[config.mk]
export PLATFORM = sky130hd
export DESIGN_NAME = bidir_fifo
export DESIGN_NICKNAME = d
export VERILOG_FILES = /design/src/bidir_fifo.v
export VERILOG_INCLUDE_DIRS = /design/src
export SDC_FILE = /design/constraint.sdc
export NUM_CORES = 2
export LEC_CHECK = 0
export BUFFER_PORTS_ARGS = -buffer_cell sky130_fd_sc_hd__buf_2
export CAP_MARGIN = 20
export CORE_ASPECT_RATIO = 1.25
export CORE_MARGIN = 2
export CORE_UTILIZATION = 55
export CTS_BUF_LIST = sky130_fd_sc_hd__clkbuf_2
export DETAILED_ROUTE_END_ITERATION = 6
export PLACE_DENSITY_LB_ADDON = 0.3
export SLEW_MARGIN = 20
export SYNTH_ARGS = -nofsm -noshare
export SYNTH_HDL_FRONTEND = slang
export SYNTH_MEMORY_MAX_BITS = 65536
export SYNTH_SLANG_ARGS = --single-unit
[constraint.sdc]
create_clock -name sys_clk -period 4.7 [get_ports sys_clk]
set_input_delay 0.47 -clock sys_clk [delete_from_list [all_inputs] [get_ports sys_clk]]
set_output_delay 0.47 -clock sys_clk [all_outputs]
set_load 0.005 [all_outputs]
[src/bidir_fifo_defines.vh]
// Purpose: shared constants for the two-port bidirectional fifo controller
// Assumes: included by its bare name from the design file
// Notes:   definitions only
`ifndef BIDIR_FIFO_DEFINES_VH
`define BIDIR_FIFO_DEFINES_VH

// storage geometry
`define WORD_W        36
`define DEPTH         7'h40
`define ADDR_W        6
`define PTR_W         7

// parity byte layout: four nine-bit bytes, top bit is parity
`define BYTE_W        9

// port b size codes {hi,lo}
`define SIZE_LONG     2'h0
`define SIZE_WORD     2'h1
`define SIZE_BYTE     2'h2
`define SIZE_MAIL     2'h3

// byte valid masks per size, low bytes used for narrow sizes
`define MASK_LONG     4'hF
`define MASK_WORD     4'h3
`define MASK_BYTE     4'h1

// almost-full / almost-empty offset presets picked at reset
`define OFFSET_0      7'h10
`define OFFSET_1      7'h0C
`define OFFSET_2      7'h08
`define OFFSET_3      7'h04

// avalon register map (byte addresses, word index in bits 3:2)
`define REG_CTRL      4'h0
`define REG_STATUS    4'h4
`define REG_LEVEL     4'h8
`define REG_OFFSET    4'hC

// control register fields and reset value
`define CTRL_CHK_EN   0
`define CTRL_RESET    1'h1

// level register fields
`define LVL_A2B_LSB   0
`define LVL_B2A_LSB   16

`endif

[src/bidir_fifo.v]
// Purpose: two-port bidirectional fifo with flags, mailboxes and parity checking
// Assumes: port clocks and all pins are synchronous to sys_clk and sampled by it
// Notes:   each port acts on a sampled rising edge of its own port clock
//
// Functional notes
// - port b acts only while select low
// - port b data floats while select high
// - port a empty flag blocks b-to-a reads
// - port a empty rises second edge after write
// - port b empty flag blocks a-to-b reads
// - port b empty rises second edge after write
// - port a acts only while enable high
// - port b acts only while enable high
// - port a full flag blocks a-to-b writes
// - port a full rises second edge after reset
// - port b full flag blocks b-to-a writes
// - port b full rises second edge after reset
// - offset selects latched when reset releases
// - port a mailbox select picks mailbox data
// - a-to-b mailbox write clears flag, locks mailbox
// - a-to-b flag set by port b mailbox read
// - b-to-a mailbox write clears flag, locks mailbox
// - b-to-a flag set by port a mailbox read
// - parity type input selects odd or even
// - port a error flag on any bad byte
// - port a error forced high on generating mailbox read
// - port b error checks only valid bytes
// - reset sets mail and parity error flags high, empty and full flags low
// - write/read select high writes, floats outputs
// - both size bits high select mailboxes
// - parity generation fills byte top bits
//
// The address map and the Avalon-MM register port were left to the implementer.
`include "bidir_fifo_defines.vh"
`timescale 1ns/100ps
`default_nettype none

module bidir_fifo (
  // system
  input  wire                  sys_clk,
  input  wire                  nrst,
  // shared straps
  input  wire                  offset_select_lo,
  input  wire                  offset_select_hi,
  input  wire                  parity_odd,
  // port a control
  input  wire                  port_a_clock,
  input  wire                  port_a_select_n,
  input  wire                  port_a_enable,
  input  wire                  port_a_write_read,
  input  wire                  port_a_mailbox_select,
  input  wire                  port_a_parity_gen_en,
  // port a data pin
  input  wire [`WORD_W-1:0]    port_a_data_in,
  output reg  [`WORD_W-1:0]    port_a_data_out,
  output reg                   port_a_data_oe_n,
  // port a flags
  output reg                   port_a_empty_n,
  output reg                   port_a_full_n,
  output reg                   port_a_parity_error_n,
  // port b control
  input  wire                  port_b_clock,
  input  wire                  port_b_select_n,
  input  wire                  port_b_enable,
  input  wire                  port_b_write_read,
  input  wire                  port_b_size_lo,
  input  wire                  port_b_size_hi,
  input  wire                  port_b_parity_gen_en,
  // port b data pin
  input  wire [`WORD_W-1:0]    port_b_data_in,
  output reg  [`WORD_W-1:0]    port_b_data_out,
  output reg                   port_b_data_oe_n,
  // port b flags
  output reg                   port_b_empty_n,
  output reg                   port_b_full_n,
  output reg                   port_b_parity_error_n,
  // mailbox flags
  output reg                   a_to_b_mail_flag_n,
  output reg                   b_to_a_mail_flag_n,
  // avalon-mm slave
  input  wire [3:0]            avs_address,
  input  wire                  avs_read,
  input  wire                  avs_write,
  input  wire [31:0]           avs_writedata,
  output reg  [31:0]           avs_readdata,
  output reg                   avs_waitrequest
);

  // parity of a nine-bit byte is good when its ones count matches the type
  function byte_bad;
    input [`BYTE_W-1:0] b;
    input               odd;
    begin
      byte_bad = (^b) != odd;
    end
  endfunction

  // per-byte check over a whole word, masked by the valid bytes
  function word_bad;
    input [`WORD_W-1:0] w;
    input [3:0]         valid;
    input               odd;
    integer             i;
    begin
      word_bad = 1'b0;
      for (i = 0; i < 4; i = i + 1) begin
        if (valid[i] && byte_bad(w[i*`BYTE_W +: `BYTE_W], odd))
          word_bad = 1'b1;
      end
    end
  endfunction

  // replace the top bit of each byte with generated parity
  function [`WORD_W-1:0] gen_word;
    input [`WORD_W-1:0] w;
    input               en;
    input               odd;
    integer             i;
    begin
      gen_word = w;
      for (i = 0; i < 4; i = i + 1) begin
        if (en)
          gen_word[i*`BYTE_W+8] = (^w[i*`BYTE_W +: 8]) ^ odd;
      end
    end
  endfunction

  // storage, one array per direction
  reg  [`WORD_W-1:0]  a2b_mem [0:`DEPTH-1];
  reg  [`WORD_W-1:0]  b2a_mem [0:`DEPTH-1];

  reg                 clk_a_prev_reg;
  reg                 clk_b_prev_reg;
  reg  [`PTR_W-1:0]   a2b_wr_reg;
  reg  [`PTR_W-1:0]   a2b_rd_reg;
  reg  [`PTR_W-1:0]   b2a_wr_reg;
  reg  [`PTR_W-1:0]   b2a_rd_reg;
  reg  [`WORD_W-1:0]  a2b_out_reg;
  reg  [`WORD_W-1:0]  b2a_out_reg;
  reg  [`WORD_W-1:0]  a2b_mail_reg;
  reg  [`WORD_W-1:0]  b2a_mail_reg;
  reg                 a_empty_stage_reg;
  reg                 b_empty_stage_reg;
  reg                 a_full_stage_reg;
  reg                 b_full_stage_reg;
  reg                 offset_taken_reg;
  reg  [1:0]          offset_sel_reg;
  reg                 ctrl_chk_en_reg;

  wire [`PTR_W-1:0]   a2b_wr_next;
  wire [`PTR_W-1:0]   a2b_rd_next;
  wire [`PTR_W-1:0]   b2a_wr_next;
  wire [`PTR_W-1:0]   b2a_rd_next;
  wire [`PTR_W-1:0]   a2b_level;
  wire [`PTR_W-1:0]   b2a_level;
  wire [`PTR_W-1:0]   a2b_level_next;
  wire [`PTR_W-1:0]   b2a_level_next;
  reg  [`PTR_W-1:0]   offset_val;
  reg  [3:0]          b_valid;

  // port edges: pins are synchronous, so a one-flop history is enough
  wire edge_a = port_a_clock & ~clk_a_prev_reg;
  wire edge_b = port_b_clock & ~clk_b_prev_reg;

  // qualified accesses
  wire acc_a   = edge_a & ~port_a_select_n & port_a_enable;
  wire acc_b   = edge_b & ~port_b_select_n & port_b_enable;
  wire mail_b  = port_b_size_hi & port_b_size_lo;
  wire a_write = acc_a & port_a_write_read;
  wire a_read  = acc_a & ~port_a_write_read;
  wire b_write = acc_b & port_b_write_read;
  wire b_read  = acc_b & ~port_b_write_read;

  // fifo pushes and pops gated by the flag registers, not raw levels
  wire a2b_push  = a_write & ~port_a_mailbox_select & port_a_full_n;
  wire a2b_pop   = b_read & ~mail_b & port_b_empty_n;
  wire b2a_push  = b_write & ~mail_b & port_b_full_n;
  wire b2a_pop   = a_read & ~port_a_mailbox_select & port_a_empty_n;
  wire a2b_mwr   = a_write & port_a_mailbox_select & a_to_b_mail_flag_n;
  wire b2a_mwr   = b_write & mail_b & b_to_a_mail_flag_n;
  wire a2b_mrd   = b_read & mail_b;
  wire b2a_mrd   = a_read & port_a_mailbox_select;

  assign a2b_wr_next    = a2b_wr_reg + {{(`PTR_W-1){1'b0}}, a2b_push};
  assign a2b_rd_next    = a2b_rd_reg + {{(`PTR_W-1){1'b0}}, a2b_pop};
  assign b2a_wr_next    = b2a_wr_reg + {{(`PTR_W-1){1'b0}}, b2a_push};
  assign b2a_rd_next    = b2a_rd_reg + {{(`PTR_W-1){1'b0}}, b2a_pop};
  assign a2b_level      = a2b_wr_reg - a2b_rd_reg;
  assign b2a_level      = b2a_wr_reg - b2a_rd_reg;
  assign a2b_level_next = a2b_wr_next - a2b_rd_next;
  assign b2a_level_next = b2a_wr_next - b2a_rd_next;

  // offset preset table and port b byte-valid mask
  always @* begin
    case (offset_sel_reg)
      2'h0:    offset_val = `OFFSET_0;
      2'h1:    offset_val = `OFFSET_1;
      2'h2:    offset_val = `OFFSET_2;
      default: offset_val = `OFFSET_3;
    endcase
    case ({port_b_size_hi, port_b_size_lo})
      `SIZE_WORD: b_valid = `MASK_WORD;
      `SIZE_BYTE: b_valid = `MASK_BYTE;
      default:    b_valid = `MASK_LONG;
    endcase
  end

  // memory writes carry no reset, which keeps them plain ram
  always @(posedge sys_clk) begin
    if (a2b_push)
      a2b_mem[a2b_wr_reg[`ADDR_W-1:0]] <= port_a_data_in;
    if (b2a_push)
      b2a_mem[b2a_wr_reg[`ADDR_W-1:0]] <= port_b_data_in;
  end

  // pointers, output registers and mailboxes
  always @(posedge sys_clk or negedge nrst) begin
    if (!nrst) begin
      clk_a_prev_reg <= 1'b0;
      clk_b_prev_reg <= 1'b0;
      a2b_wr_reg     <= {`PTR_W{1'b0}};
      a2b_rd_reg     <= {`PTR_W{1'b0}};
      b2a_wr_reg     <= {`PTR_W{1'b0}};
      b2a_rd_reg     <= {`PTR_W{1'b0}};
      a2b_out_reg    <= {`WORD_W{1'b0}};
      b2a_out_reg    <= {`WORD_W{1'b0}};
      a2b_mail_reg   <= {`WORD_W{1'b0}};
      b2a_mail_reg   <= {`WORD_W{1'b0}};
    end else begin
      clk_a_prev_reg <= port_a_clock;
      clk_b_prev_reg <= port_b_clock;
      a2b_wr_reg     <= a2b_wr_next;
      a2b_rd_reg     <= a2b_rd_next;
      b2a_wr_reg     <= b2a_wr_next;
      b2a_rd_reg     <= b2a_rd_next;
      if (a2b_pop)
        a2b_out_reg <= a2b_mem[a2b_rd_reg[`ADDR_W-1:0]];
      if (b2a_pop)
        b2a_out_reg <= b2a_mem[b2a_rd_reg[`ADDR_W-1:0]];
      if (a2b_mwr)
        a2b_mail_reg <= port_a_data_in;
      if (b2a_mwr)
        b2a_mail_reg <= port_b_data_in;
    end
  end

  // empty/full flags: two edges of the flag's own port to rise, immediate fall
  always @(posedge sys_clk or negedge nrst) begin
    if (!nrst) begin
      a_empty_stage_reg <= 1'b0;
      b_empty_stage_reg <= 1'b0;
      a_full_stage_reg  <= 1'b0;
      b_full_stage_reg  <= 1'b0;
      port_a_empty_n    <= 1'b0;
      port_b_empty_n    <= 1'b0;
      port_a_full_n     <= 1'b0;
      port_b_full_n     <= 1'b0;
    end else begin
      if (edge_a) begin
        a_empty_stage_reg <= b2a_level_next != {`PTR_W{1'b0}};
        port_a_empty_n    <= a_empty_stage_reg & (b2a_level_next != {`PTR_W{1'b0}});
        a_full_stage_reg  <= a2b_level_next != `DEPTH;
        port_a_full_n     <= a_full_stage_reg & (a2b_level_next != `DEPTH);
      end
      if (edge_b) begin
        b_empty_stage_reg <= a2b_level_next != {`PTR_W{1'b0}};
        port_b_empty_n    <= b_empty_stage_reg & (a2b_level_next != {`PTR_W{1'b0}});
        b_full_stage_reg  <= b2a_level_next != `DEPTH;
        port_b_full_n     <= b_full_stage_reg & (b2a_level_next != `DEPTH);
      end
    end
  end

  // mail flags: a write (new mail) wins over a same-cycle read
  always @(posedge sys_clk or negedge nrst) begin
    if (!nrst) begin
      a_to_b_mail_flag_n <= 1'b1;
      b_to_a_mail_flag_n <= 1'b1;
    end else begin
      if (a2b_mwr)
        a_to_b_mail_flag_n <= 1'b0;
      else if (a2b_mrd)
        a_to_b_mail_flag_n <= 1'b1;
      if (b2a_mwr)
        b_to_a_mail_flag_n <= 1'b0;
      else if (b2a_mrd)
        b_to_a_mail_flag_n <= 1'b1;
    end
  end

  // offset straps caught on the first clock after reset release
  always @(posedge sys_clk or negedge nrst) begin
    if (!nrst) begin
      offset_taken_reg <= 1'b0;
      offset_sel_reg   <= 2'h0;
    end else if (!offset_taken_reg) begin
      offset_taken_reg <= 1'b1;
      offset_sel_reg   <= {offset_select_hi, offset_select_lo};
    end
  end

  // data pins and parity flags; check is passive and may be masked by software
  always @(posedge sys_clk or negedge nrst) begin
    if (!nrst) begin
      port_a_data_out       <= {`WORD_W{1'b0}};
      port_b_data_out       <= {`WORD_W{1'b0}};
      port_a_data_oe_n      <= 1'b1;
      port_b_data_oe_n      <= 1'b1;
      port_a_parity_error_n <= 1'b1;
      port_b_parity_error_n <= 1'b1;
    end else begin
      port_a_data_out <= port_a_mailbox_select ?
                         gen_word(b2a_mail_reg, port_a_parity_gen_en, parity_odd) :
                         gen_word(b2a_out_reg, port_a_parity_gen_en, parity_odd);
      port_b_data_out <= mail_b ?
                         gen_word(a2b_mail_reg, port_b_parity_gen_en, parity_odd) :
                         gen_word(a2b_out_reg, port_b_parity_gen_en, parity_odd);
      port_a_data_oe_n <= port_a_select_n | port_a_write_read;
      port_b_data_oe_n <= port_b_select_n | port_b_write_read;
      if (!ctrl_chk_en_reg)
        port_a_parity_error_n <= 1'b1;
      else if (!port_a_write_read && port_a_mailbox_select && port_a_parity_gen_en)
        port_a_parity_error_n <= 1'b1;
      else
        port_a_parity_error_n <= ~word_bad(port_a_data_in, `MASK_LONG, parity_odd);
      if (!ctrl_chk_en_reg)
        port_b_parity_error_n <= 1'b1;
      else if (!port_b_write_read && mail_b && port_b_parity_gen_en)
        port_b_parity_error_n <= 1'b1;   // trees shared with generation
      else
        port_b_parity_error_n <= ~word_bad(port_b_data_in, b_valid, parity_odd);
    end
  end

  // avalon slave: one wait cycle, then answer; writes act on the answer edge, read data loads on the wait edge
  wire bus_req = avs_read | avs_write;
  wire bus_ack = bus_req & ~avs_waitrequest;

  always @(posedge sys_clk or negedge nrst) begin
    if (!nrst) begin
      avs_waitrequest <= 1'b1;
      avs_readdata    <= 32'h00000000;
      ctrl_chk_en_reg <= `CTRL_RESET;
    end else begin
      avs_waitrequest <= ~(bus_req & avs_waitrequest);
      if (bus_ack && avs_write && avs_address == `REG_CTRL)
        ctrl_chk_en_reg <= avs_writedata[`CTRL_CHK_EN];
      if (avs_read && avs_waitrequest) begin
        avs_readdata <= 32'h00000000; // unmapped reads return zero
        if (avs_address == `REG_CTRL)
          avs_readdata[`CTRL_CHK_EN] <= ctrl_chk_en_reg;
        else if (avs_address == `REG_STATUS)
          avs_readdata[11:0] <= {a2b_level <= offset_val, b2a_level <= offset_val,
                                 (`DEPTH - a2b_level) <= offset_val, (`DEPTH - b2a_level) <= offset_val,
                                 port_b_parity_error_n, port_a_parity_error_n,
                                 b_to_a_mail_flag_n, a_to_b_mail_flag_n,
                                 port_b_full_n, port_a_full_n, port_b_empty_n, port_a_empty_n};
        else if (avs_address == `REG_LEVEL) begin
          avs_readdata[`LVL_A2B_LSB +: `PTR_W] <= a2b_level;
          avs_readdata[`LVL_B2A_LSB +: `PTR_W] <= b2a_level;
        end else if (avs_address == `REG_OFFSET)
          avs_readdata[`PTR_W-1:0] <= offset_val;
      end
    end
  end

endmodule // bidir_fifo

`default_nettype wire

==> flow_metrics.tcl <==
set metrics [dict create \
    worst_pin_slew_ps 1070 \
    initial_core_util 0.553 \
    power_leakage_nw 71.0 \
    status "finished with violations" \
    peakVddDrop_v 0.000407 \
    viasPerCell 6.35 \
    max_slew_margin 0.281 \
    rows 240 \
    cts_buffers 1191 \
    power_switching_share 0.267 \
    synth_edf_count 4608 \
    path_common_cell "dlygate4sd3_1" \
    p_switching_mw 24.3 \
    die_w_um 529 \
    routedWlPerCell_um 32.1 \
    syn_to_final_growth_pct 12.9 \
    grt_pass1_vias 101879 \
    vias 98171 \
    worst-path-buf-inv 8 \
    drive_gt1_frac 0.366 \
    h-tree-depth 7 \
    skew_ps 308 \
    finalMaxSlewViolations 0 \
    cts_tree "built" \
    layout.cells.non_filler 15454 \
    drcViolationCount 0 \
    postSynthAreaPerCell_um2 22.4 \
    antenna_found_initial 22 \
    nets 10343 \
    drtIter0Drc 12053 \
    p_total_mw 91.1 \
    numPortBuffers 198 \
    clk_latency_ps 2280 \
    yosysSeqAreaShare 0.768 \
    ys.flop_type "edfxtp_1" \
    cts-root-buf "clkbuf_2" \
    end_kind "register" \
    die-area_um2 349000 \
    syn_area_um2 189000 \
    numClockSinks 4892 \
    pwr-share-comb 0.169 \
    wl_mm 497 \
    cap_violations 0 \
    critPathArrivalTime_ps 6710 \
    max_freq_mhz 212 \
    ios 243 \
    synth.distinct_cells 69 \
    design.core.area_um2 342000 \
    p_int_mw 66.8 \
    dp.cells 13055 \
    final_common_cell "edfxtp_1" \
    period_share 1.00 \
    slowest_stage "or4b_2" \
    ys_seq_elements 4892 \
    mostFrequentLayoutCells "4,608 x edfxtp_1, 1,723 x clkbuf_2, 1,270 x mux4_2" \
    fin_hold_ws_ps 294 \
    pwr-share-clk 0.298 \
    overflow 0 \
    post-route-util 0.625 \
    worstPathCellList "dlygate4sd3_1 > dlygate4sd3_1 > dlygate4sd3_1 > buf_2 > dlygate4sd3_1 > nand2b_1 > nor3b_2 > buf_4 > nor2b_2 > dlygate4sd3_1 > and3b_2 > ha_1 > ha_1 > inv_1 > ha_1 > nor2b_1 > o21ai_1 > a21boi_1 > o21ai_0 > nor2b_1 > or4b_2 > o211a_1" \
    drtAntennaViolNets 0 \
    p_per_area_nw_per_um2 426 \
    hold_class "input port to register" \
    globalplace.congestion 0.876 \
    dp_slack_ps 243 \
    fin_ws_ps -13.7 \
    async_flop_share 0.0581 \
    cts_setup_buffers 0 \
    violations "negative setup slack" \
    dr.pass1.iters 6 \
    cts.reportedPaths.clkPinSlew_ps 130 \
    syn_inst 8444 \
    ys.warnings.count 0 \
    worstSetupStartpointType "input port" \
    dieHeight_um 660 \
    required_ps 6700 \
    path_delay_family "buffers and inverters" \
    setup-violations-final 1 \
    hold_viol_final 0 \
    grt_max_degree 134 \
    cp_max_fo 3 \
    crit_type "input port to register" \
    grt_pass1_wl_mm 707 \
    finalWorstPathRequiredPeriod_ps 4710 \
    clock_path_buffers 5 \
    track_usage 0.288 \
    dp_hpwl_mm 274 \
    p_seq_frac 0.533 \
    cpPeakStageDelay_ps 670 \
]
-- layout make-up --
type,instances,area (µm²)
clock inverter,269,1610
multi-input combinational,3074,42600
antenna,15,37.5
tap,4477,5600
sequential,4892,146000
timing repair buffer,955,9790
clock buffer,1723,8620
fill,23140,128000
inverter,49,201
-- power by group through the flow --
stage | combinational (mW) | sequential, mW | clock, mW
6_report | 15.4 | 48.6 | 27.1
2_1_floorplan | 11.4 | 49.2 | 0
3_5_place_dp | 14.9 | 49.6 | 0
5_1_grt | 16.4 | 48.6 | 29.8
4_1_cts | 15.5 | 48.6 | 27.5
3_3_place_gp | 14.7 | 49.5 | 0
-- stage by stage --
stage          setup TNS (ps)  area, µm²
2_1_floorplan               0     190000
3_3_place_gp                0     199000
3_5_place_dp                0     199000
4_1_cts                     0     214000
5_1_grt                 -67.6     214000
6_report                -13.7     214000
-- tightest hold or removal path, stage by stage --
cell           delay, ps
dlygate4sd3_1        600
buf_2                150
dlygate4sd3_1        570
buf_4                310
-- synth_stat cells, drive strengths merged (18+ instances only) --
library cell  count  area (µm²)
a21oi            40         200
edfxtp         4608      138000
o21ai            65         325
nor2b            18         113
buf             272        1670
dfrtp           276        6910
inv              46         173
xnor2           185        1620
a31oi            37         231
o22ai            77         482
a32oi            30         263
mux2i           271        2710
a22o             27         236
mux4           1270       28600
clkbuf          169         634
xor2             51         447
nand3            52         275
nand2           257         965
a22oi            58         435
nor2            242         908
nand4            28         175
mux2            141        1590
ha               50         626
a221oi           18         158
-- cell families (layout without fill, tap and decap cells) --
| kind of cell | count (synthesis) | after routing | synth area share |
|---|---|---|---|
| DFF | 4892 | 4892 | 0.768 |
| muxes | 1682 | 1682 | 0.174 |
| and+or+nand+nor | 665 | 665 | 0.0153 |
| buffers and inverters | 490 | 2996 | 0.0131 |
| AOI/OAI and AO/OA | 424 | 424 | 0.0155 |
| xor gates and xnor gates | 237 | 237 | 0.0110 |
| adders and majority gates | 52 | 52 | 0.00351 |
| other | 2 | 29 | 0.0000396 |
-- repair_timing --
| item | 4_1_cts | 5_1_grt |
|---|---|---|
| hold endpoints to repair | 9367 | 0 |
| endpoints found under the setup margin | 0 | 6 |
| resized for setup | 0 | 11 |
| hold buffers | 392 | 0 |
-- path summary, 6_finish.rpt --
path	end	depth (start not counted)	start	slack, ps
min reg2reg	port_a_data_out[18]	1	b2a_mail_reg[18]	400
max	a_full_stage_reg	22	port_b_clock	-10
min	a2b_mem[10][30]	4	port_a_data_in[30]	290
max reg2reg	a_full_stage_reg	15	clk_a_prev_reg	170
min in group asynchronous	b2a_mail_reg[27]	6	nrst	630
max in group asynchronous	a2b_mail_reg[23]	7	nrst	2760
-- routing by layer --
| layer | vias up | track usage | routed length [µm] |
|---|---|---|---|
| met5 | - | 0 | 332 |
| met4 | 10 | 0.138 | 22700 |
| met3 | 1179 | 0.0722 | 49900 |
| met2 | 6159 | 0.485 | 255000 |
| met1 | 51292 | 0.351 | 169000 |
| li1 | 39531 | - | - |
No activity file was read; power rests on OpenSTA's default activity.
